File: src/pkg/pcrb_defs.svh
// Register offsets, field positions, reset values and timing constants
`ifndef PCRB_DEFS_SVH
`define PCRB_DEFS_SVH
`define PCRB_I2C_ADDR       7'h59
`define PCRB_OFS_THERM      8'h02
`define PCRB_OFS_SYSCTL     8'h07
`define PCRB_OFS_ENABLE     8'h10
`define PCRB_OFS_VALID      8'h11
`define PCRB_OFS_VCHG       8'h20
`define PCRB_THERM_BIT      1
`define PCRB_DLY_LSB        4
`define PCRB_B2_FORCED_BIT  2
`define PCRB_B1_FORCED_BIT  1
`define PCRB_SYSCTL_RSV     8'h08
`define PCRB_ENABLE_RST     8'h55
`define PCRB_ENABLE_MASK    8'h55
`define PCRB_VCHG_MASK      8'h33
`define PCRB_CLK_HZ         25000000
`define PCRB_TICK_US        500
`define PCRB_TICK_CYC       ((`PCRB_CLK_HZ / 1000) * `PCRB_TICK_US / 1000)
`endif

File: src/pkg/pcrb_pkg.sv
// Types shared by the register bank and its serial engine
package pcrb_pkg;
  typedef enum logic [2:0] {
    ST_IDLE = 3'b000,
    ST_ADDR = 3'b001,
    ST_INDX = 3'b010,
    ST_WDAT = 3'b011,
    ST_RDAT = 3'b100,
    ST_SKIP = 3'b101
  } pcrb_state_type;
  typedef logic [7:0] pcrb_byte_type;
endpackage : pcrb_pkg

File: src/pkg/pcrb_regif.sv
// Register access carrier between serial engine and register bank
`timescale 1ns/10ps
interface pcrb_regif;
  logic [7:0] index;
  logic [7:0] wdata;
  logic       wr;
  logic       rd;
  logic [7:0] rdata;
  modport engine (output index, output wdata, output wr, output rd, input rdata);
  modport bank   (input index, input wdata, input wr, input rd, output rdata);
endinterface : pcrb_regif

File: src/core/pcrb_i2c_slave.sv
// Serial slave engine: address match, index byte, data bytes, read back
`timescale 1ns/10ps
`include "pcrb_defs.svh"
module pcrb_i2c_slave (
  input  wire logic       clk_i,
  input  wire logic       nrst_i,
  input  wire logic       ce_i,
  input  wire logic       scl_i,
  input  wire logic       sda_i,
  output logic            sda_oe_o,
  pcrb_regif.engine       reg_if
);
  import pcrb_pkg::*;
  logic [2:0]     scl_sh_ff;
  logic [2:0]     sda_sh_ff;
  pcrb_state_type st_ff;
  logic [3:0]     bit_ff;
  logic [7:0]     sh_ff;
  logic           ack_ff;
  logic           rw_ff;
  logic [7:0]     idx_ff;
  logic           sda_oe_ff;
  logic           scl_rise, scl_fall, start_c, stop_c;

  always_ff @(posedge clk_i or negedge nrst_i) begin
    if (!nrst_i) begin
      scl_sh_ff <= 3'h7;
      sda_sh_ff <= 3'h7;
    end else if (ce_i) begin
      scl_sh_ff <= {scl_sh_ff[1:0], scl_i};
      sda_sh_ff <= {sda_sh_ff[1:0], sda_i};
    end
  end
  // Stage 0 only feeds stage 1; edges are judged on stages 1 and 2
  assign scl_rise = scl_sh_ff[1] & ~scl_sh_ff[2];
  assign scl_fall = ~scl_sh_ff[1] & scl_sh_ff[2];
  assign start_c  = scl_sh_ff[1] & scl_sh_ff[2] & ~sda_sh_ff[1] & sda_sh_ff[2];
  assign stop_c   = scl_sh_ff[1] & scl_sh_ff[2] & sda_sh_ff[1] & ~sda_sh_ff[2];

  assign reg_if.index = idx_ff;
  assign reg_if.wdata = sh_ff;
  assign sda_oe_o     = sda_oe_ff;

  always_ff @(posedge clk_i or negedge nrst_i) begin
    if (!nrst_i) begin
      st_ff     <= ST_IDLE;
      bit_ff    <= 4'h0;
      sh_ff     <= 8'h00;
      ack_ff    <= 1'b0;
      rw_ff     <= 1'b0;
      idx_ff    <= 8'h00;
      sda_oe_ff <= 1'b0;
      reg_if.wr <= 1'b0;
      reg_if.rd <= 1'b0;
    end else if (ce_i) begin
      reg_if.wr <= 1'b0;
      reg_if.rd <= 1'b0;
      if (start_c) begin
        st_ff     <= ST_ADDR;
        bit_ff    <= 4'h0;
        ack_ff    <= 1'b0;
        sda_oe_ff <= 1'b0;
      end else if (stop_c) begin
        st_ff     <= ST_IDLE;
        sda_oe_ff <= 1'b0;
      end else if (st_ff != ST_IDLE && st_ff != ST_SKIP) begin
        if (scl_rise && !ack_ff && st_ff != ST_RDAT) begin
          sh_ff  <= {sh_ff[6:0], sda_sh_ff[1]};
          bit_ff <= bit_ff + 4'h1;
        end else if (scl_rise && !ack_ff) begin
          bit_ff <= bit_ff + 4'h1;
        end else if (scl_rise && ack_ff && st_ff == ST_RDAT) begin
          // Master NACK ends the read
          if (sda_sh_ff[1]) st_ff <= ST_SKIP;
        end else if (scl_fall && ack_ff) begin
          ack_ff    <= 1'b0;
          bit_ff    <= 4'h0;
          sda_oe_ff <= 1'b0;
          if (st_ff == ST_RDAT) begin
            sh_ff     <= reg_if.rdata;
            sda_oe_ff <= ~reg_if.rdata[7];
          end
        end else if (scl_fall && bit_ff == 4'h8) begin
          ack_ff <= 1'b1;
          unique case (st_ff)
            ST_ADDR: begin
              if (sh_ff[7:1] == `PCRB_I2C_ADDR) begin
                sda_oe_ff <= 1'b1;
                rw_ff     <= sh_ff[0];
                if (sh_ff[0]) begin
                  st_ff     <= ST_RDAT;
                  reg_if.rd <= 1'b1;
                end else begin
                  st_ff <= ST_INDX;
                end
              end else begin
                st_ff <= ST_SKIP;
              end
            end
            ST_INDX: begin
              idx_ff    <= sh_ff;
              sda_oe_ff <= 1'b1;
              st_ff     <= ST_WDAT;
            end
            ST_WDAT: begin
              reg_if.wr <= 1'b1;
              sda_oe_ff <= 1'b1;
            end
            ST_RDAT: sda_oe_ff <= 1'b0;
            default: st_ff <= ST_IDLE;
          endcase
        end else if (scl_fall && st_ff == ST_RDAT && bit_ff != 4'h0) begin
          sh_ff     <= {sh_ff[6:0], 1'b1};
          sda_oe_ff <= ~sh_ff[6];
        end
      end
    end
  end

  // Drive only while acknowledging or sending a zero
  sda_idle_a: assert property (@(posedge clk_i) disable iff (!nrst_i)
    (st_ff == ST_IDLE) |=> !sda_oe_ff || $past(st_ff) != ST_IDLE)
    else $error("SDA driven while idle");
endmodule : pcrb_i2c_slave

File: src/core/pcrb_reg_bank.sv
// Power unit control register bank with start delay sequencer
//
// Summary of operation
// Thermal warning readable at status bit one
// Delay field selects staggered start sequence
// Code 111 starts at 2,3,6,11 ms
// Code 000 starts all at 1 ms
// Code 110 starts at 3,2,1,1.5 ms
// Forced switching bits per buck, default on
// Enable bits 6,4,2,0 reset to one
// Valid flags plus both-bucks, both-linregs aggregates
// Target select bits choose target register
// Ramp go bits hold or ramp
// Write: address, index byte, then data
// Reserved and read-only bits ignore writes
`timescale 1ns/10ps
`include "pcrb_defs.svh"
module pcrb_reg_bank #(
  parameter logic [2:0] DLY_DEFAULT   = 3'h0,
  parameter logic [1:0] FPWM_DEFAULT  = 2'h3,
  parameter int         TICK_CYC      = `PCRB_TICK_CYC
) (
  input  wire logic                SYS_CLK_I,
  input  wire logic                NRST_I,
  input  wire logic                CE_I,
  input  wire logic                SCL_I,
  input  wire logic                SDA_I,
  output logic                     SDA_O,
  output logic                     SDA_OE_O,
  input  wire logic                GLOBAL_EN_I,
  input  wire logic                OVER_TEMP_I,
  input  wire logic [3:0]          OUT_VALID_I,
  output pcrb_pkg::pcrb_byte_type  START_O,
  output logic                     BUCK_ONE_FORCED_SWITCHING_O,
  output logic                     BUCK_TWO_FORCED_SWITCHING_O,
  output logic                     BUCK_ONE_TARGET_SELECT_O,
  output logic                     BUCK_TWO_TARGET_SELECT_O,
  output logic                     BUCK_ONE_RAMP_GO_O,
  output logic                     BUCK_TWO_RAMP_GO_O
);
  import pcrb_pkg::*;

  if (TICK_CYC < 1 || TICK_CYC > 65536) begin : g_tick_check
    $error("TICK_CYC must lie between 1 and 65536");
  end

  pcrb_regif   rif ();
  logic [2:0]  temp_sh_ff;
  logic [2:0]  gen_sh_ff;
  logic [3:0]  v_sh0_ff;
  logic [3:0]  v_sh1_ff;
  logic [7:0]  sysctl_ff;
  logic [7:0]  enable_ff;
  logic [7:0]  vchg_ff;
  logic [7:0]  rdata_ff;
  logic [15:0] tick_cnt_ff;
  logic [4:0]  half_ms_ff;
  logic [3:0]  started_ff;
  logic [4:0]  dly [4];
  logic [3:0]  vld;

  ////////////////////////////////////////////////////////////////////
  pcrb_i2c_slave u_slave (
    .clk_i    (SYS_CLK_I),
    .nrst_i   (NRST_I),
    .ce_i     (CE_I),
    .scl_i    (SCL_I),
    .sda_i    (SDA_I),
    .sda_oe_o (SDA_OE_O),
    .reg_if   (rif.engine)
  );
  assign SDA_O = 1'b0;

  // Pin synchronisers; stage 0 feeds stage 1 only
  always_ff @(posedge SYS_CLK_I or negedge NRST_I) begin
    if (!NRST_I) begin
      temp_sh_ff <= 3'h0;
      gen_sh_ff  <= 3'h0;
      v_sh0_ff   <= 4'h0;
      v_sh1_ff   <= 4'h0;
    end else if (CE_I) begin
      temp_sh_ff <= {temp_sh_ff[1:0], OVER_TEMP_I};
      gen_sh_ff  <= {gen_sh_ff[1:0], GLOBAL_EN_I};
      v_sh0_ff   <= OUT_VALID_I;
      v_sh1_ff   <= v_sh0_ff;
    end
  end

  ////////////////////////////////////////////////////////////////////
  // Writable registers
  always_ff @(posedge SYS_CLK_I or negedge NRST_I) begin
    if (!NRST_I) begin
      sysctl_ff <= `PCRB_SYSCTL_RSV | {1'b0, DLY_DEFAULT, 1'b0,
                                       FPWM_DEFAULT, 1'b0};
      enable_ff <= `PCRB_ENABLE_RST;
      vchg_ff   <= 8'h00;
    end else if (CE_I) begin
      if (rif.wr) begin
        unique case (rif.index)
          `PCRB_OFS_SYSCTL: sysctl_ff <= {1'b0, rif.wdata[6:4], 1'b1,
                                          rif.wdata[2:1], 1'b0};
          `PCRB_OFS_ENABLE: enable_ff <= rif.wdata & `PCRB_ENABLE_MASK;
          `PCRB_OFS_VCHG:   vchg_ff   <= rif.wdata & `PCRB_VCHG_MASK;
          default: ;
        endcase
      end
    end
  end

  logic [7:0] sysctl_eff;
  assign sysctl_eff = sysctl_ff;

  ////////////////////////////////////////////////////////////////////
  // Read path
  assign vld = v_sh1_ff;
  always_ff @(posedge SYS_CLK_I or negedge NRST_I) begin
    if (!NRST_I) begin
      rdata_ff <= 8'h00;
    end else if (CE_I && rif.rd) begin
      unique case (rif.index)
        `PCRB_OFS_THERM:  rdata_ff <= {6'h00, temp_sh_ff[2], 1'b0};
        `PCRB_OFS_SYSCTL: rdata_ff <= sysctl_eff;
        `PCRB_OFS_ENABLE: rdata_ff <= enable_ff;
        `PCRB_OFS_VALID:  rdata_ff <= {vld[0] & vld[1], vld[2] & vld[3],
                                       vld[3], vld[2], 1'b0, vld[1],
                                       1'b0, vld[0]};
        `PCRB_OFS_VCHG:   rdata_ff <= vchg_ff;
        default:          rdata_ff <= 8'h00;
      endcase
    end
  end
  assign rif.rdata = rdata_ff;

  ////////////////////////////////////////////////////////////////////
  // Start delay sequencer in half-millisecond ticks; order b1,b2,l1,l2
  always_comb begin
    unique case (sysctl_eff[6:4])
      3'h0: dly = '{5'd2, 5'd2, 5'd2, 5'd2};
      3'h1: dly = '{5'd2, 5'd3, 5'd4, 5'd4};
      3'h2: dly = '{5'd3, 5'd4, 5'd6, 5'd12};
      3'h3: dly = '{5'd3, 5'd4, 5'd2, 5'd2};
      3'h4: dly = '{5'd3, 5'd4, 5'd6, 5'd12};
      3'h5: dly = '{5'd3, 5'd3, 5'd4, 5'd4};
      3'h6: dly = '{5'd6, 5'd4, 5'd2, 5'd3};
      3'h7: dly = '{5'd4, 5'd6, 5'd12, 5'd22};
    endcase
  end

  always_ff @(posedge SYS_CLK_I or negedge NRST_I) begin
    if (!NRST_I) begin
      tick_cnt_ff <= 16'h0000;
      half_ms_ff  <= 5'h00;
      started_ff  <= 4'h0;
    end else if (CE_I) begin
      if (!gen_sh_ff[2]) begin
        tick_cnt_ff <= 16'h0000;
        half_ms_ff  <= 5'h00;
        started_ff  <= 4'h0;
      end else begin
        if (tick_cnt_ff == 16'(TICK_CYC - 1)) begin
          tick_cnt_ff <= 16'h0000;
          if (half_ms_ff != 5'h1f) half_ms_ff <= half_ms_ff + 5'h01;
        end else begin
          tick_cnt_ff <= tick_cnt_ff + 16'h0001;
        end
        for (int i = 0; i < 4; i++) begin
          if (half_ms_ff >= dly[i]) started_ff[i] <= 1'b1;
        end
      end
    end
  end

  // Start gated by enable bits: b1 d0, b2 d2, l1 d4, l2 d6
  assign START_O = {4'h0, started_ff[3] & enable_ff[6], started_ff[2] & enable_ff[4],
                    started_ff[1] & enable_ff[2], started_ff[0] & enable_ff[0]};
  assign BUCK_ONE_FORCED_SWITCHING_O = sysctl_eff[`PCRB_B1_FORCED_BIT];
  assign BUCK_TWO_FORCED_SWITCHING_O = sysctl_eff[`PCRB_B2_FORCED_BIT];
  assign BUCK_ONE_TARGET_SELECT_O    = vchg_ff[1];
  assign BUCK_TWO_TARGET_SELECT_O    = vchg_ff[5];
  assign BUCK_ONE_RAMP_GO_O          = vchg_ff[0];
  assign BUCK_TWO_RAMP_GO_O          = vchg_ff[4];

  ////////////////////////////////////////////////////////////////////
  enable_rst_a: assert property (@(posedge SYS_CLK_I)
    $rose(NRST_I) |-> enable_ff == 8'h55) else $error("Enable reset wrong");
  no_start_a: assert property (@(posedge SYS_CLK_I) disable iff (!NRST_I)
    (CE_I && !gen_sh_ff[2]) |=> started_ff == 4'h0) else $error("Start without enable");
  vchg_rsv_a: assert property (@(posedge SYS_CLK_I) disable iff (!NRST_I)
    (vchg_ff & 8'hcc) == 8'h00) else $error("Reserved bits set");
  early_start_a: assert property (@(posedge SYS_CLK_I) disable iff (!NRST_I)
    (sysctl_eff[6:4] == 3'h7 && half_ms_ff < 5'd4 && gen_sh_ff[2]) |-> !started_ff[0])
    else $error("Buck one started early");
  write_lands_a: assert property (@(posedge SYS_CLK_I) disable iff (!NRST_I)
    (CE_I && rif.wr && rif.index == `PCRB_OFS_VCHG) |=> vchg_ff == ($past(rif.wdata) & 8'h33))
    else $error("Write not stored");
  aggr_flag_a: assert property (@(posedge SYS_CLK_I) disable iff (!NRST_I)
    (CE_I && rif.rd && rif.index == `PCRB_OFS_VALID) |=> rdata_ff[7] == (rdata_ff[2] & rdata_ff[0]))
    else $error("Aggregate flag wrong");
  therm_read_a: assert property (@(posedge SYS_CLK_I) disable iff (!NRST_I)
    (CE_I && rif.rd && rif.index == `PCRB_OFS_THERM) |=> rdata_ff[7:2] == 6'h00 && !rdata_ff[0])
    else $error("Thermal reserved bits");
  fpwm_out_a: assert property (@(posedge SYS_CLK_I) disable iff (!NRST_I)
    BUCK_ONE_FORCED_SWITCHING_O == sysctl_eff[1]) else $error("Forced switching wrong");
  // Sequencer thresholds, read-path and reserved-bit guards
  all_start_a: assert property (@(posedge SYS_CLK_I) disable iff (!NRST_I)
    (CE_I && gen_sh_ff[2] && sysctl_eff[6:4] == 3'h0 && half_ms_ff >= 5'd2) |=> &started_ff)
    else $error("Code zero start incomplete");
  swap_start_a: assert property (@(posedge SYS_CLK_I) disable iff (!NRST_I)
    (CE_I && gen_sh_ff[2] && sysctl_eff[6:4] == 3'h6 && half_ms_ff >= 5'd4)
    |=> started_ff[3:1] == 3'h7) else $error("Code six order wrong");
  unmapped_read_a: assert property (@(posedge SYS_CLK_I) disable iff (!NRST_I)
    (CE_I && rif.rd && !(rif.index inside {`PCRB_OFS_THERM, `PCRB_OFS_SYSCTL,
      `PCRB_OFS_ENABLE, `PCRB_OFS_VALID, `PCRB_OFS_VCHG})) |=> rdata_ff == 8'h00)
    else $error("Unmapped index read nonzero");
  linreg_aggr_a: assert property (@(posedge SYS_CLK_I) disable iff (!NRST_I)
    (CE_I && rif.rd && rif.index == `PCRB_OFS_VALID) |=> rdata_ff[6] == (rdata_ff[5] & rdata_ff[4]))
    else $error("Linreg aggregate flag wrong");
  sysctl_rsv_a: assert property (@(posedge SYS_CLK_I) disable iff (!NRST_I)
    sysctl_ff[7] == 1'b0 && sysctl_ff[3] && !sysctl_ff[0]) else $error("Control reserved bits");
  tick_range_a: assert property (@(posedge SYS_CLK_I) disable iff (!NRST_I)
    int'(tick_cnt_ff) < TICK_CYC) else $error("Tick counter out of range");
endmodule : pcrb_reg_bank

File: config.mk
export PLATFORM = sky130hd
export DESIGN_NAME = pcrb_reg_bank
export DESIGN_NICKNAME = d
export VERILOG_FILES = /design/src/pkg/pcrb_pkg.sv /design/src/pkg/pcrb_regif.sv /design/src/core/pcrb_i2c_slave.sv /design/src/core/pcrb_reg_bank.sv
export VERILOG_INCLUDE_DIRS = /design/src /design/src/pkg
export SDC_FILE = /design/constraint.sdc
export NUM_CORES = 1
export LEC_CHECK = 0
export BUFFER_PORTS_ARGS = -buffer_cell sky130_fd_sc_hd__clkbuf_2
export CORE_UTILIZATION = 45
export CTS_CLUSTER_DIAMETER = 80
export DETAILED_ROUTE_END_ITERATION = 16
export PLACE_DENSITY = 0.69
export SETUP_SLACK_MARGIN = 0.1
export SYNTH_ARGS = -nofsm -noshare
export SYNTH_HDL_FRONTEND = slang
export SYNTH_SLANG_ARGS = --single-unit
export TNS_END_PERCENT = 30
File: constraint.sdc
create_clock -name SYS_CLK_I -period 2.1 [get_ports SYS_CLK_I]
set_input_delay 0.21 -clock SYS_CLK_I [delete_from_list [all_inputs] [get_ports SYS_CLK_I]]
set_output_delay 0.21 -clock SYS_CLK_I [all_outputs]
set_load 0.03 [all_outputs]
Word-level counts from Yosys, hierarchy flattened
Memory sizes are Yosys's and may differ from the RTL's.
Index checks and enable logic that the tools add are counted.
W data, S select, Z words.
- memory bits (writable): 0
- memories: 1
- input port bits: 11
- bits in latches: 0
- ROM bits: 112
- flip-flop bits (word level): 93
- output and inout bits: 16
- memories (name ; depth ; width ; read ports ; clocked after memory_dff ; write ports ; RTL line ; text):
    (no name shown) ; 8 ; 14 ; 1 ; 0 ; 0 ; pcrb_reg_bank.sv:137 ; unique case (sysctl_eff[6:4])
- bitwise logic cells: 25
- equality and inequality tests: 38
- magnitude comparators: 4
- multiply operators: 0
- reduce and logical (&&, ||, !) cells: 36
- divide/modulo/power cells: 0
- $add $sub $neg: 3
- muxes and demuxes: 77
- shift-type cells: 0
- operators by type and width (kind ; count):
    $mux W8 ; 7
    $mux W1 ; 43
    $pmux W8 S5 ; 1
    $mux W3 ; 11
    $mux W16 ; 2
    $mux W4 ; 8
    $ne A2 B1 Y1 const B ; 11
    $ge A5 B5 Y1 ; 4
    $add A16 B1 Y16 const B ; 1
    $eq A16 B14 Y1 const B ; 1
    $eq A8 B5 Y1 const B ; 2
    $ne A4 B1 Y1 const B ; 4
    $reduce_and A8 Y1 ; 2
    $mux W5 ; 3
    $ne A3 B1 Y1 const B ; 5
    $and A1 B1 Y1 ; 13
    $not A1 Y1 ; 12
    $reduce_and A3 Y1 ; 4
    $reduce_bool A3 Y1 ; 4
    $reduce_bool A4 Y1 ; 3
    $logic_and A1 B1 Y1 ; 10
    $reduce_and A10 Y1 ; 1
    $pmux W3 S3 ; 1
    $reduce_and A9 Y1 ; 1
    23 further kinds ; 29

Longest topological paths before layout
Gate-level depths: netlist of run 1.
- word-level depth: 13
- mapped depth: 9
- gate-level depth less buffers: 9

Modules after synthesis
From an unflattened synthesis of run 1, not the netlist that was laid out.
- cells, all modules: 493
- area total of the unflattened synthesis: 5373.9 µm²
- modules (own cells, without submodules) (module ; times used ; area each (µm²) ; cells each ; seq. area each (µm²)):
    pcrb_reg_bank ; 1 ; 3359.5 ; 315 ; 1508.9
    pcrb_i2c_slave ; 1 ; 2014.4 ; 178 ; 833.3

Least setup slack after synthesis of run 1
No wires, ideal clock.
- path kind: flip-flop to flip-flop
- start point: register tick_cnt_ff[0]
- end point: register half_ms_ff[2]
- stages on the path, launching flop included: 7
- slack: -0.036 ns
- period minus slack after synthesis: 2.136 ns
- setup time: 0.121 ns
- arrival: 2.015 ns
- path through: dfrtp_1 > ha_1 > or4b_1 > o41ai_4 > nand3b_1 > mux2_1 > a22o_1
- longest elaborated chain between the ends: 3
- ends and longest elaborated chain (what ; RTL line ; text):
    start: declaration ; pcrb_reg_bank.sv:56 ; logic [15:0] tick_cnt_ff;
    start signal: assignment ; pcrb_reg_bank.sv:164 ; tick_cnt_ff <= tick_cnt_ff + 16'h0001;
    $eq A16 B14 Y1 ; pcrb_reg_bank.sv:160 ; if (tick_cnt_ff == 16'(TICK_CYC - 1)) begin
    $ne A2 B1 Y1 (no line) ; n/a ;
    $reduce_and A3 Y1 (no line) ; n/a ;
    end signal: assignment ; pcrb_reg_bank.sv:162 ; if (half_ms_ff != 5'h1f) half_ms_ff <= half_ms_ff + 5'h01;
    end: declaration ; pcrb_reg_bank.sv:57 ; logic [4:0] half_ms_ff;
No other way between the ends.
A chain may end at the register's enable or synchronous reset.

Worst setup path after layout of run 1
- start point: register u_slave.idx_ff[1] (netlist: u_slave.reg_if.index[1])
- end point: register vchg_ff[0]
- longest elaborated chain between the ends: 2
- ends and longest elaborated chain (what ; RTL line ; text):
    start: declaration ; pcrb_i2c_slave.sv:21 ; logic [7:0] idx_ff;
    start signal: assignment ; pcrb_i2c_slave.sv:51 ; idx_ff <= 8'h00;
    start signal: assignment ; pcrb_i2c_slave.sv:101 ; idx_ff <= sh_ff;
    $eq A8 B6 Y1 ; pcrb_reg_bank.sv:99 ; unique case (rif.index)
    $reduce_and A3 Y1 (no line) ; n/a ;
    end signal: assignment ; pcrb_reg_bank.sv:103 ; `PCRB_OFS_VCHG: vchg_ff <= rif.wdata & `PCRB_VCHG_MASK;
    end: declaration ; pcrb_reg_bank.sv:54 ; logic [7:0] vchg_ff;
No other way between the ends.

==> reports/metrics.yaml, run 1 <==
place:
  place_ws_ns: -0.00978
  io_buffer_count: 21
  dpl_cell_area_um2: 5790
  hpwl_um: 8470
  place_congestion: 0.932
routing:
  dr.pass1.iters: 5
  drtIter0Drc: 273
  drc: 0
  via_per_inst: 5.60
  ant_nets: 0
  vias: 3951
  routed_wl_um: 11700
  wl_per_cell_um: 16.6
sta:
  clock-skew-final_ns: 0.00665
  min_period_over_period_pct: 103
  drv_slew: 0
  fin_hold_ws_ns: 0.0847
  fmax_mhz: 462
  timing.setup.tns_ns: -0.236
  setup_violations: 4
  slew_headroom_pct: 64.7
  rsz0062_at_grt: "yes"
  setup_slack_ns: -0.0631
  hold_violations: 0
  worst_pin_slew_ns: 0.529
  finalCriticalPeriod_ns: 2.16
clock_tree:
  numCtsBuffers: 9
  clockBufferDepth: 2
  htreeDepth: 3
  clock-sinks: 93
  clk_pin_slew_ns: 0.07
  cts_tree: "built"
  clk_latency_ns: 0.36
  root_buffer: "clkbuf_16"
power_and_ir_drop:
  p_leak_nw: 2.91
  powerDensity_nw_per_um2: 793
  ir_drop_mv: 0.548
die:
  ioPinCount: 27
  die_y_um: 109
  die_w_um: 109
  rows: 38
  dieArea_um2: 12000
  start_util_pct: 47.1
  coreArea_um2: 11000
synth:
  synthCells: 489
  synth_cell_types: 66
  avgSynthCellArea_um2: 10.6
  ys_seq_elements: 93
  async_flop_share_pct: 100
  yosys_warnings: 0
  syn_area_um2: 5190
  ys_seq_area_share_pct: 45.1
  synth-edff-count: 0
  synth_flop_cell: "dfrtp_1"
finish:
  syn_to_final_growth_pct: 20.3
  final_cell_mix: "dfrtp_1 (81), buf_4 (54), mux2_2 (52)"
  n_antenna_cell: 0
  final_common_cell: "dfrtp_1"
  utilization_pct: 56.6
  finish.instance_area_um2: 6250
  drive_gt1_share_pct: 34.5
  nets: 595
grt:
  grt_pass1_wl_um: 19200
  grt_pass1_vias: 3829
  grt_max_degree: 41
  grt_use_total_pct: 21.2
  antenna_found_initial: 0
  overflow: 0
setup_path:
  timing.rr.start: "u_slave.reg_if.index[1]$_DFFE_PN0P_"
  endpoint: "vchg_ff[0]$_DFFE_PN0P_"
  path_max_fanout: 4
  timing.rr.end: "vchg_ff[0]$_DFFE_PN0P_"
  cp.arrival_ns: 2.40
  r2r_slack_ns: -0.06
  worst_setup_path_start_kind: "flop"
  path_class: "flop to flop"
  rr_worst_depth: 5
  worstSetupStartpoint: "u_slave.reg_if.index[1]$_DFFE_PN0P_"
  crit_required_ns: 2.34
  critPathCaptureType: "flop"
outcome:
  violations: "setup timing"
  run_status: "finished, violations left"
job:
  drv_cap: 0
worst_hold_path:
  hold_path.class: "primary input to flop"
logic make-up after synthesis:
| family | after synthesis | synth area share, % |
|---|---|---|
| mux | 64 | 14.0 |
| xor+xnor | 13 | 2.19 |
| buf+inv | 38 | 3.18 |
| compound gates | 80 | 10.5 |
| fa+ha+maj | 24 | 5.78 |
| other cells | 1 | 0.0722 |
| flops | 93 | 45.1 |
| simple gates | 176 | 19.2 |
layout make-up:
class,instances,area [µm²]
Fill cell,922,4780
Multi-Input combinational cell,362,2820
Sequential cell,93,2340
Timing Repair Buffer,78,558
Clock buffer,9,225
Tap cell,140,175
Clock inverter,7,67.6
Inverter,16,60.1
sequential cells by signal, summed over array words and instances, names as in the netlist, 4 cells and up:
name and cells:
vchg_ff 4, sysctl_eff 5, v_sh1_ff 4, rdata_ff 8, v_sh0_ff 4, u_slave.bit_ff 4
u_slave.reg_if.wdata 8, tick_cnt_ff 16, u_slave.reg_if.index 8, half_ms_ff 5, enable_ff 4, started_ff 4
power breakdown:
| part | internal [mW] | total [mW] | leakage (nW) | switching (mW) |
|---|---|---|---|---|
| Combinational | 0.566 | 1.17 | 1.56 | 0.606 |
| Sequential | 1.97 | 2.17 | 1.20 | 0.196 |
| Clock | 0.832 | 1.61 | 0.140 | 0.777 |
| Total | 3.37 | 4.95 | 2.91 | 1.58 |
worst min-delay path by stage:
| stage | from | endpoint | slack (ns) | cells past startpoint |
|---|---|---|---|---|
| 2_1_floorplan | NRST_I | gen_sh_ff[0]$_DFFE_PN0P_ | -0.09 | 0 |
| 3_3_place_gp | NRST_I | half_ms_ff[3]$_DFFE_PN0P_ | 0.22 | 1 |
| 3_5_place_dp | NRST_I | half_ms_ff[3]$_DFFE_PN0P_ | 0.22 | 1 |
| 4_1_cts | OUT_VALID_I[2] | v_sh0_ff[2]$_DFFE_PN0P_ | 0.08 | 2 |
| 5_1_grt | OUT_VALID_I[2] | v_sh0_ff[2]$_DFFE_PN0P_ | 0.08 | 2 |
| 6_report | OUT_VALID_I[2] | v_sh0_ff[2]$_DFFE_PN0P_ | 0.08 | 2 |
Yosys cell counts (all sizes together), types with 6 or more instances:
| cell | n | area (µm²) |
|---|---|---|
| nor2 | 29 | 109 |
| o21ai | 25 | 125 |
| ha | 24 | 300 |
| nor3b | 6 | 61.3 |
| inv | 16 | 60.1 |
| and3 | 7 | 43.8 |
| dfrtp | 81 | 2030 |
| clkbuf | 12 | 45.0 |
| buf | 10 | 60.1 |
| mux2 | 57 | 657 |
| and2 | 9 | 56.3 |
| xor2 | 8 | 70.1 |
| mux2i | 7 | 70.1 |
| nand4 | 6 | 37.5 |
| nand3 | 23 | 128 |
| nand2 | 39 | 146 |
| a21oi | 15 | 75.1 |
| nor2b | 7 | 43.8 |
| nor3 | 11 | 55.1 |
| nand2b | 11 | 68.8 |
| dfstp | 12 | 315 |
routing by layer:
layer | share of wire, % | global-route usage [%]
met4 | 2.3 | 9.43
met3 | 2.8 | 3.44
met1 | 46 | 28.0
met2 | 49 | 34.4
met5 | 0 | 0
worst max-delay path: stages, from the launching register on:
cell     delay [ns]
dfrtp_1        0.40
or4_4          0.55
or3_4          0.38
nor3b_4        0.24
nand3_4        0.14
mux2_4         0.33
metrics by stage:
stage                     power [mW]  std cells
after floorplan                 2.88        493
after global placement          3.23        683
after detailed placement        3.27        683
after CTS                       4.91        700
after global routing            5.20        705
final                           4.95        705
timing repair:
item                       CTS  global route
hold endpoints to repair    33             0
buffers inserted             0             5
hold buffers                 1             0
setup endpoints to repair   26            52
gates resized for setup      6            25
pin swaps                    4             9
No activity file was read; power rests on OpenSTA's default activity.
==> inputs of run 2 (changes only) <==
Settings changed: CORE_ASPECT_RATIO set to 1.75, SETUP_SLACK_MARGIN 0.1 to 0.05.
==> run 2 against run 1 <==
  * The flow still finishes with violations (setup timing)
  * Register-to-register slack improved by 0.05 ns
  * Sequential share of layout area rose by 0.37 points
  * Worst setup slack improved by 0.047 ns
==> reports/metrics.yaml, run 2 (same netlist as run 1, synthesis figures left out) <==
outcome:
  run_status: "finished, violations left"
  violations: "setup timing"
sta:
  fin_hold_ws_ns: 0.0901  # +0.00539 ns
  rsz0062_at_grt: "yes"
  finalCriticalPeriod_ns: 2.12  # -0.0469 ns
  min_period_over_period_pct: 101  # -2.2 points
  slew_headroom_pct: 63.4  # -1.3 points
  fmax_mhz: 473  # +2.2%
  clock-skew-final_ns: 0.00981  # +0.00316 ns
  drv_slew: 0  # unchanged
  setup_slack_ns: -0.0161  # +0.0469 ns
  hold_violations: 0  # unchanged
  worst_pin_slew_ns: 0.548  # +0.0193 ns
  setup_violations: 4  # unchanged
clock_tree:
  clock-sinks: 93  # unchanged
  clockBufferDepth: 2  # unchanged
  numCtsBuffers: 9  # unchanged
  cts_tree: "built"
  htreeDepth: 3  # unchanged
  root_buffer: "clkbuf_16"
  clk_pin_slew_ns: 0.07  # about the same
  clk_latency_ns: 0.35  # about the same
power_and_ir_drop:
  ir_drop_mv: 0.499  # -9.1%
  p_leak_nw: 2.88  # -0.86%
  powerDensity_nw_per_um2: 784  # -1.1%
  pwr-share-seq_pct: 44.8  # +1.0 points
  swShare_pct: 31.0  # -0.90 points
  total_power_mw: 4.85  # -2.1%
  p_int_mw: 3.35  # -0.80%
  clkPwrFrac_pct: 31.7  # -0.8 points
  combPwrFrac_pct: 23.5  # -0.2 points
  power.switching_mw: 1.50  # -4.8%
setup_path:
  timing.rr.start: "u_slave.reg_if.index[1]$_DFFE_PN0P_"
  path_max_fanout: 4  # unchanged
  path_class: "flop to flop"
  cp.arrival_ns: 2.35  # -0.05 ns
  critPathCaptureType: "flop"
  r2r_slack_ns: -0.02  # +0.05 ns
  rr_worst_depth: 5  # unchanged
  worst_setup_path_start_kind: "flop"
  crit_required_ns: 2.33  # about the same
  timing.rr.end: "vchg_ff[1]$_DFFE_PN0P_"
  worstSetupStartpoint: "u_slave.reg_if.index[1]$_DFFE_PN0P_"
  endpoint: "vchg_ff[1]$_DFFE_PN0P_"
place:
  hpwl_um: 8870  # +4.6%
  dpl_cell_area_um2: 5740  # -0.97%
  io_buffer_count: 21  # unchanged
  place_congestion: 0.914  # -2.0%
grt:
  antenna_found_initial: 0  # unchanged
  overflow: 0  # unchanged
  grt_use_total_pct: 21.5  # +0.26 points
  grt_max_degree: 48  # +17%
  grt_pass1_vias: 4171  # +8.9%
  grt_pass1_wl_um: 20200  # +5.1%
die:
  die_y_um: 144  # +32%
  ioPinCount: 27  # unchanged
  coreArea_um2: 11200  # +1.2%
  dieArea_um2: 12000  # +0.14%
  start_util_pct: 46.5  # -0.57 points
  rows: 51  # +34%
  die_w_um: 83.2  # -24%
routing:
  routed_wl_um: 12100  # +3.1%
  drtIter0Drc: 195  # -29%
  via_per_inst: 5.77  # +2.9%
  drc: 0  # unchanged
  ant_nets: 0  # unchanged
  wl_per_cell_um: 17.5  # +5.4%
  vias: 3979  # +0.71%
  dr.pass1.iters: 5  # unchanged
finish:
  nets: 588  # -1.2%
  syn_to_final_growth_pct: 19.1
  final_cell_mix: "dfrtp_1 (81), mux2_2 (52), buf_4 (44)"
  final_common_cell: "dfrtp_1"
  drive_gt1_share_pct: 33.2  # -1.4 points
  fill_cells: 950  # +3.0%
  n_antenna_cell: 0  # unchanged
  utilization_pct: 55.4  # -1.2 points
  largest_reg_flops: 16  # unchanged
  finish.instance_area_um2: 6180  # -0.98%
  regMostFlops: "tick_cnt_ff"
worst_hold_path:
  min_from: "GLOBAL_EN_I"
  hold_path.class: "primary input to flop"
job:
  drv_cap: 0  # unchanged
-- run 2: stage by stage --
| stage | setup TNS (ns) | setup slack [ns] | instances |
|---|---|---|---|
| floorplan | -0.0360 | -0.0360 | 493 |
| global placement | 0 | 0.0486 | 667 |
| detailed placement | -0.0400 | -0.0125 | 667 |
| CTS | -0.0968 | -0.0281 | 686 |
| global route | -0.541 | -0.0679 | 690 |
| finish | -0.0495 | -0.0161 | 690 |
-- run 2: layout make-up --
class | count | area [µm²] | area share, %
Multi-Input combinational cell | 362 | 2810 | 45.4
Sequential cell | 93 | 2340 | 37.9
Timing Repair Buffer | 71 | 534 | 8.64
Clock buffer | 11 | 233 | 3.76
Tap cell | 132 | 165 | 2.67
Inverter | 16 | 60.1 | 0.971
Clock inverter | 5 | 43.8 | 0.708
-- run 2: what timing repair did --
item / in CTS / in global routing
endpoints found under the hold margin: 34 / 0
setup endpoints to repair: 21 / 49
cloned: 0 / 0
resized for setup: 6 / 28
setup buffers: 2 / 4
pin swaps: 4 / 3
hold buffers: 1 / 0
-- run 2: power by group through the flow --
stage	sequential [mW]	clock, mW	combinational, mW
final	2.17	1.54	1.14
after global placement	2.19	0	1.04
after CTS	2.16	1.57	1.09
after global routing	2.19	1.64	1.25
after detailed placement	2.20	0	1.07
after floorplan	2.13	0	0.747
-- run 2: layer usage --
layer | GRT usage [%] | wire, µm | vias up | share of wire (%)
li1 | - | - | 1893 | -
met1 | 23.2 | 4710 | 1975 | 39
met2 | 40.3 | 6620 | 82 | 55
met3 | 3.03 | 372 | 29 | 3.1
met4 | 11.7 | 387 | 0 | 3.2
met5 | 0 | 0 | - | 0
-- run 2: worst min path at each step --
stage	to	slack, ns	cells past startpoint
after floorplan	gen_sh_ff[0]$_DFFE_PN0P_	-0.09	0
after global routing	temp_sh_ff[0]$_DFFE_PN0P_	0.09	2
after detailed placement	half_ms_ff[4]$_DFFE_PN0P_	0.24	1
final	gen_sh_ff[0]$_DFFE_PN0P_	0.09	2
after CTS	gen_sh_ff[0]$_DFFE_PN0P_	0.08	2
after global placement	half_ms_ff[4]$_DFFE_PN0P_	0.23	1
-- run 2: worst max-delay path, stage by stage, from the launching register on --
cell     delay, ns
dfrtp_1       0.38
or4_4         0.53
or3_4         0.37
nor3b_4       0.25
nand3_4       0.14
mux2_4        0.33
==> inputs of run 3 (changes only) <==
Settings changed: CORE_UTILIZATION 45 to 35, PLACE_DENSITY 0.69 to 0.57.
==> run 3 against run 2 <==
  * The flow still finishes with violations (setup timing)
  * Critical path depth up 1
  * Flip-flop and latch count unchanged
  * Worst hold slack better by 0.0023 ns
  * Worst setup slack better by 0.012 ns
  * First-iteration DRC count up 6.2%
  * Die area up 28%
  * Critical endpoint is now half_ms_ff[2]$_DFFE_PN0P_
==> reports/metrics.yaml, run 3 (same netlist as run 1, synthesis figures left out) <==
sta:
  slew_headroom_pct: 65.2  # +1.7 points
  drv_slew: 0  # unchanged
  finalCriticalPeriod_ns: 2.10  # -0.0122 ns
  worst_pin_slew_ns: 0.521  # -0.0272 ns
  rsz0062_at_grt: "yes"
  setup_slack_ns: -0.00390  # +0.0122 ns
  hold_violations: 0  # unchanged
  setup_violations: 2  # -2
  min_period_over_period_pct: 100  # -0.58 points
  fmax_mhz: 475  # +0.58%
  timing.setup.tns_ns: -0.00406  # +0.0454 ns
  clock-skew-final_ns: 0.00865  # -0.00117 ns
routing:
  ant_nets: 0  # unchanged
  vias: 3962  # -0.43%
  drc: 0  # unchanged
  drtIter0Drc: 207  # +6.2%
  dr.pass1.iters: 4  # -1
  via_per_inst: 5.34  # -7.4%
  routed_wl_um: 12600  # +4.4%
  wl_per_cell_um: 17.0  # -2.9%
clock_tree:
  clock-sinks: 93  # unchanged
  cts_tree: "built"
  clk_latency_ns: 0.35  # about the same
  clockBufferDepth: 2  # unchanged
  htreeDepth: 3  # unchanged
  clk_pin_slew_ns: 0.07  # about the same
  root_buffer: "clkbuf_16"
  numCtsBuffers: 9  # unchanged
setup_path:
  cp.arrival_ns: 2.34  # about the same
  path_cells: "ha_2, or4b_4, o41ai_4, nand3b_1, mux2_4, a22o_1"
  cpPeakStageDelay_ns: 0.47  # -0.06 ns
  path_class: "flop to flop"
  path_max_fanout: 5  # +1
  worst_setup_path_start_kind: "flop"
  crit_required_ns: 2.33  # about the same
  slowest_stage: "or4b_4"
  critPathCaptureType: "flop"
grt:
  grt_max_degree: 48  # unchanged
  grt_pass1_vias: 4208  # +0.89%
  grt_use_total_pct: 17.7  # -3.7 points
  grt_pass1_wl_um: 20900  # +3.7%
  antenna_found_initial: 0  # unchanged
  overflow: 0  # unchanged
worst_hold_path:
  hold_path.class: "primary input to flop"
die:
  ioPinCount: 27  # unchanged
  die_y_um: 163  # +13%
  dieArea_um2: 15300  # +28%
  start_util_pct: 36.0  # -11 points
  rows: 58  # +14%
  coreArea_um2: 14400  # +29%
  die_w_um: 94.1  # +13%
place:
  hpwl_um: 9380  # +5.8%
  place_congestion: 0.935  # +2.3%
  dp_cells: 720  # +7.9%
  io_buffer_count: 21  # unchanged
  place_ws_ns: -0.0264  # -0.0138 ns
finish:
  utilization_pct: 43.6  # -12 points
  drive_gt1_share_pct: 33.8  # +0.65 points
  largest_reg_flops: 16  # unchanged
  n_antenna_cell: 0  # unchanged
  nets: 592  # +0.68%
  final_cells: 742  # +7.5%
  final_cell_mix: "dfrtp_1 (80), mux2_2 (52), buf_4 (50)"
  syn_to_final_growth_pct: 21.2
  final_common_cell: "dfrtp_1"
  regMostFlops: "tick_cnt_ff"
job:
  drv_cap: 0  # unchanged
power_and_ir_drop:
  powerDensity_nw_per_um2: 805  # +2.7%
  ir_drop_mv: 0.410  # -18%
  p_leak_nw: 2.90  # +0.75%
outcome:
  violations: "setup timing"
  run_status: "finished, violations left"
## run 3: through the flow
stage / hold WS, ns / power (mW) / area, µm²
2_1_floorplan: -0.0856 / 2.87 / 5210
3_3_place_gp: 0.158 / 3.27 / 5850
3_5_place_dp: 0.166 / 3.31 / 5850
4_1_cts: 0.0843 / 5.07 / 6190
5_1_grt: 0.0934 / 5.34 / 6290
6_report: 0.0924 / 5.07 / 6290
## run 3: report_power, final
part	total [mW]	switching (mW)	internal, mW
Sequential	2.16	0.185	1.98
Combinational	1.18	0.621	0.556
Clock	1.73	0.774	0.952
Total	5.07	1.58	3.48
## run 3: worst max-delay path, delay by kind of cell (launching register included)
kind / cells / cell delay (ns)
DFF: 1 / 0.36
and+or+nand+nor: 2 / 0.62
adders and majority gates: 1 / 0.18
AOI/OAI and AO/OA: 2 / 0.51
muxes: 1 / 0.32
## run 3: final cells by class
class / instances / area [µm²]
Fill cell: 1397 / 8150
Sequential cell: 93 / 2340
Multi-Input combinational cell: 362 / 2790
Clock buffer: 9 / 225
Tap cell: 180 / 225
Inverter: 16 / 60.1
Timing Repair Buffer: 75 / 566
Clock inverter: 7 / 85.1
## run 3: timing repair
| item | in CTS | in global routing |
|---|---|---|
| pin swaps | 1 | 7 |
| setup buffers | 2 | 3 |
| hold buffers | 1 | 0 |
| hold endpoints to repair | 26 | 0 |
| setup endpoints to repair | 9 | 50 |
| resized for setup | 4 | 20 |
## run 3: path summary, 6_finish.rpt
| check | cells past startpoint | slack, ns | end | from |
|---|---|---|---|---|
| setup / recovery | 6 | -0.004 | half_ms_ff[2]$_DFFE_PN0P_ | tick_cnt_ff[0]$_DFFE_PN0P_ |
| hold / removal | 2 | 0.09 | v_sh0_ff[0]$_DFFE_PN0P_ | OUT_VALID_I[0] |
| setup reg to reg | 6 | -0.004 | half_ms_ff[2]$_DFFE_PN0P_ | tick_cnt_ff[0]$_DFFE_PN0P_ |
| hold reg to reg | 2 | 0.49 | rdata_ff[4]$_DFFE_PN0P_ | rdata_ff[4]$_DFFE_PN0P_ |
| max in group asynchronous | 3 | 1.11 | u_slave.sda_sh_ff[0]$_DFFE_PN1P_ | NRST_I |
| min in group asynchronous | 2 | 0.34 | v_sh0_ff[1]$_DFFE_PN0P_ | NRST_I |
## run 3: layer usage
layer / vias to the layer above / GRT usage, % / part of all wire [%]
met5: - / 0 / 0
met4: 0 / 9.16 / 2.8
li1: 1888 / - / -
met2: 52 / 32.9 / 56
met3: 27 / 2.42 / 1.4
met1: 1995 / 19.0 / 39
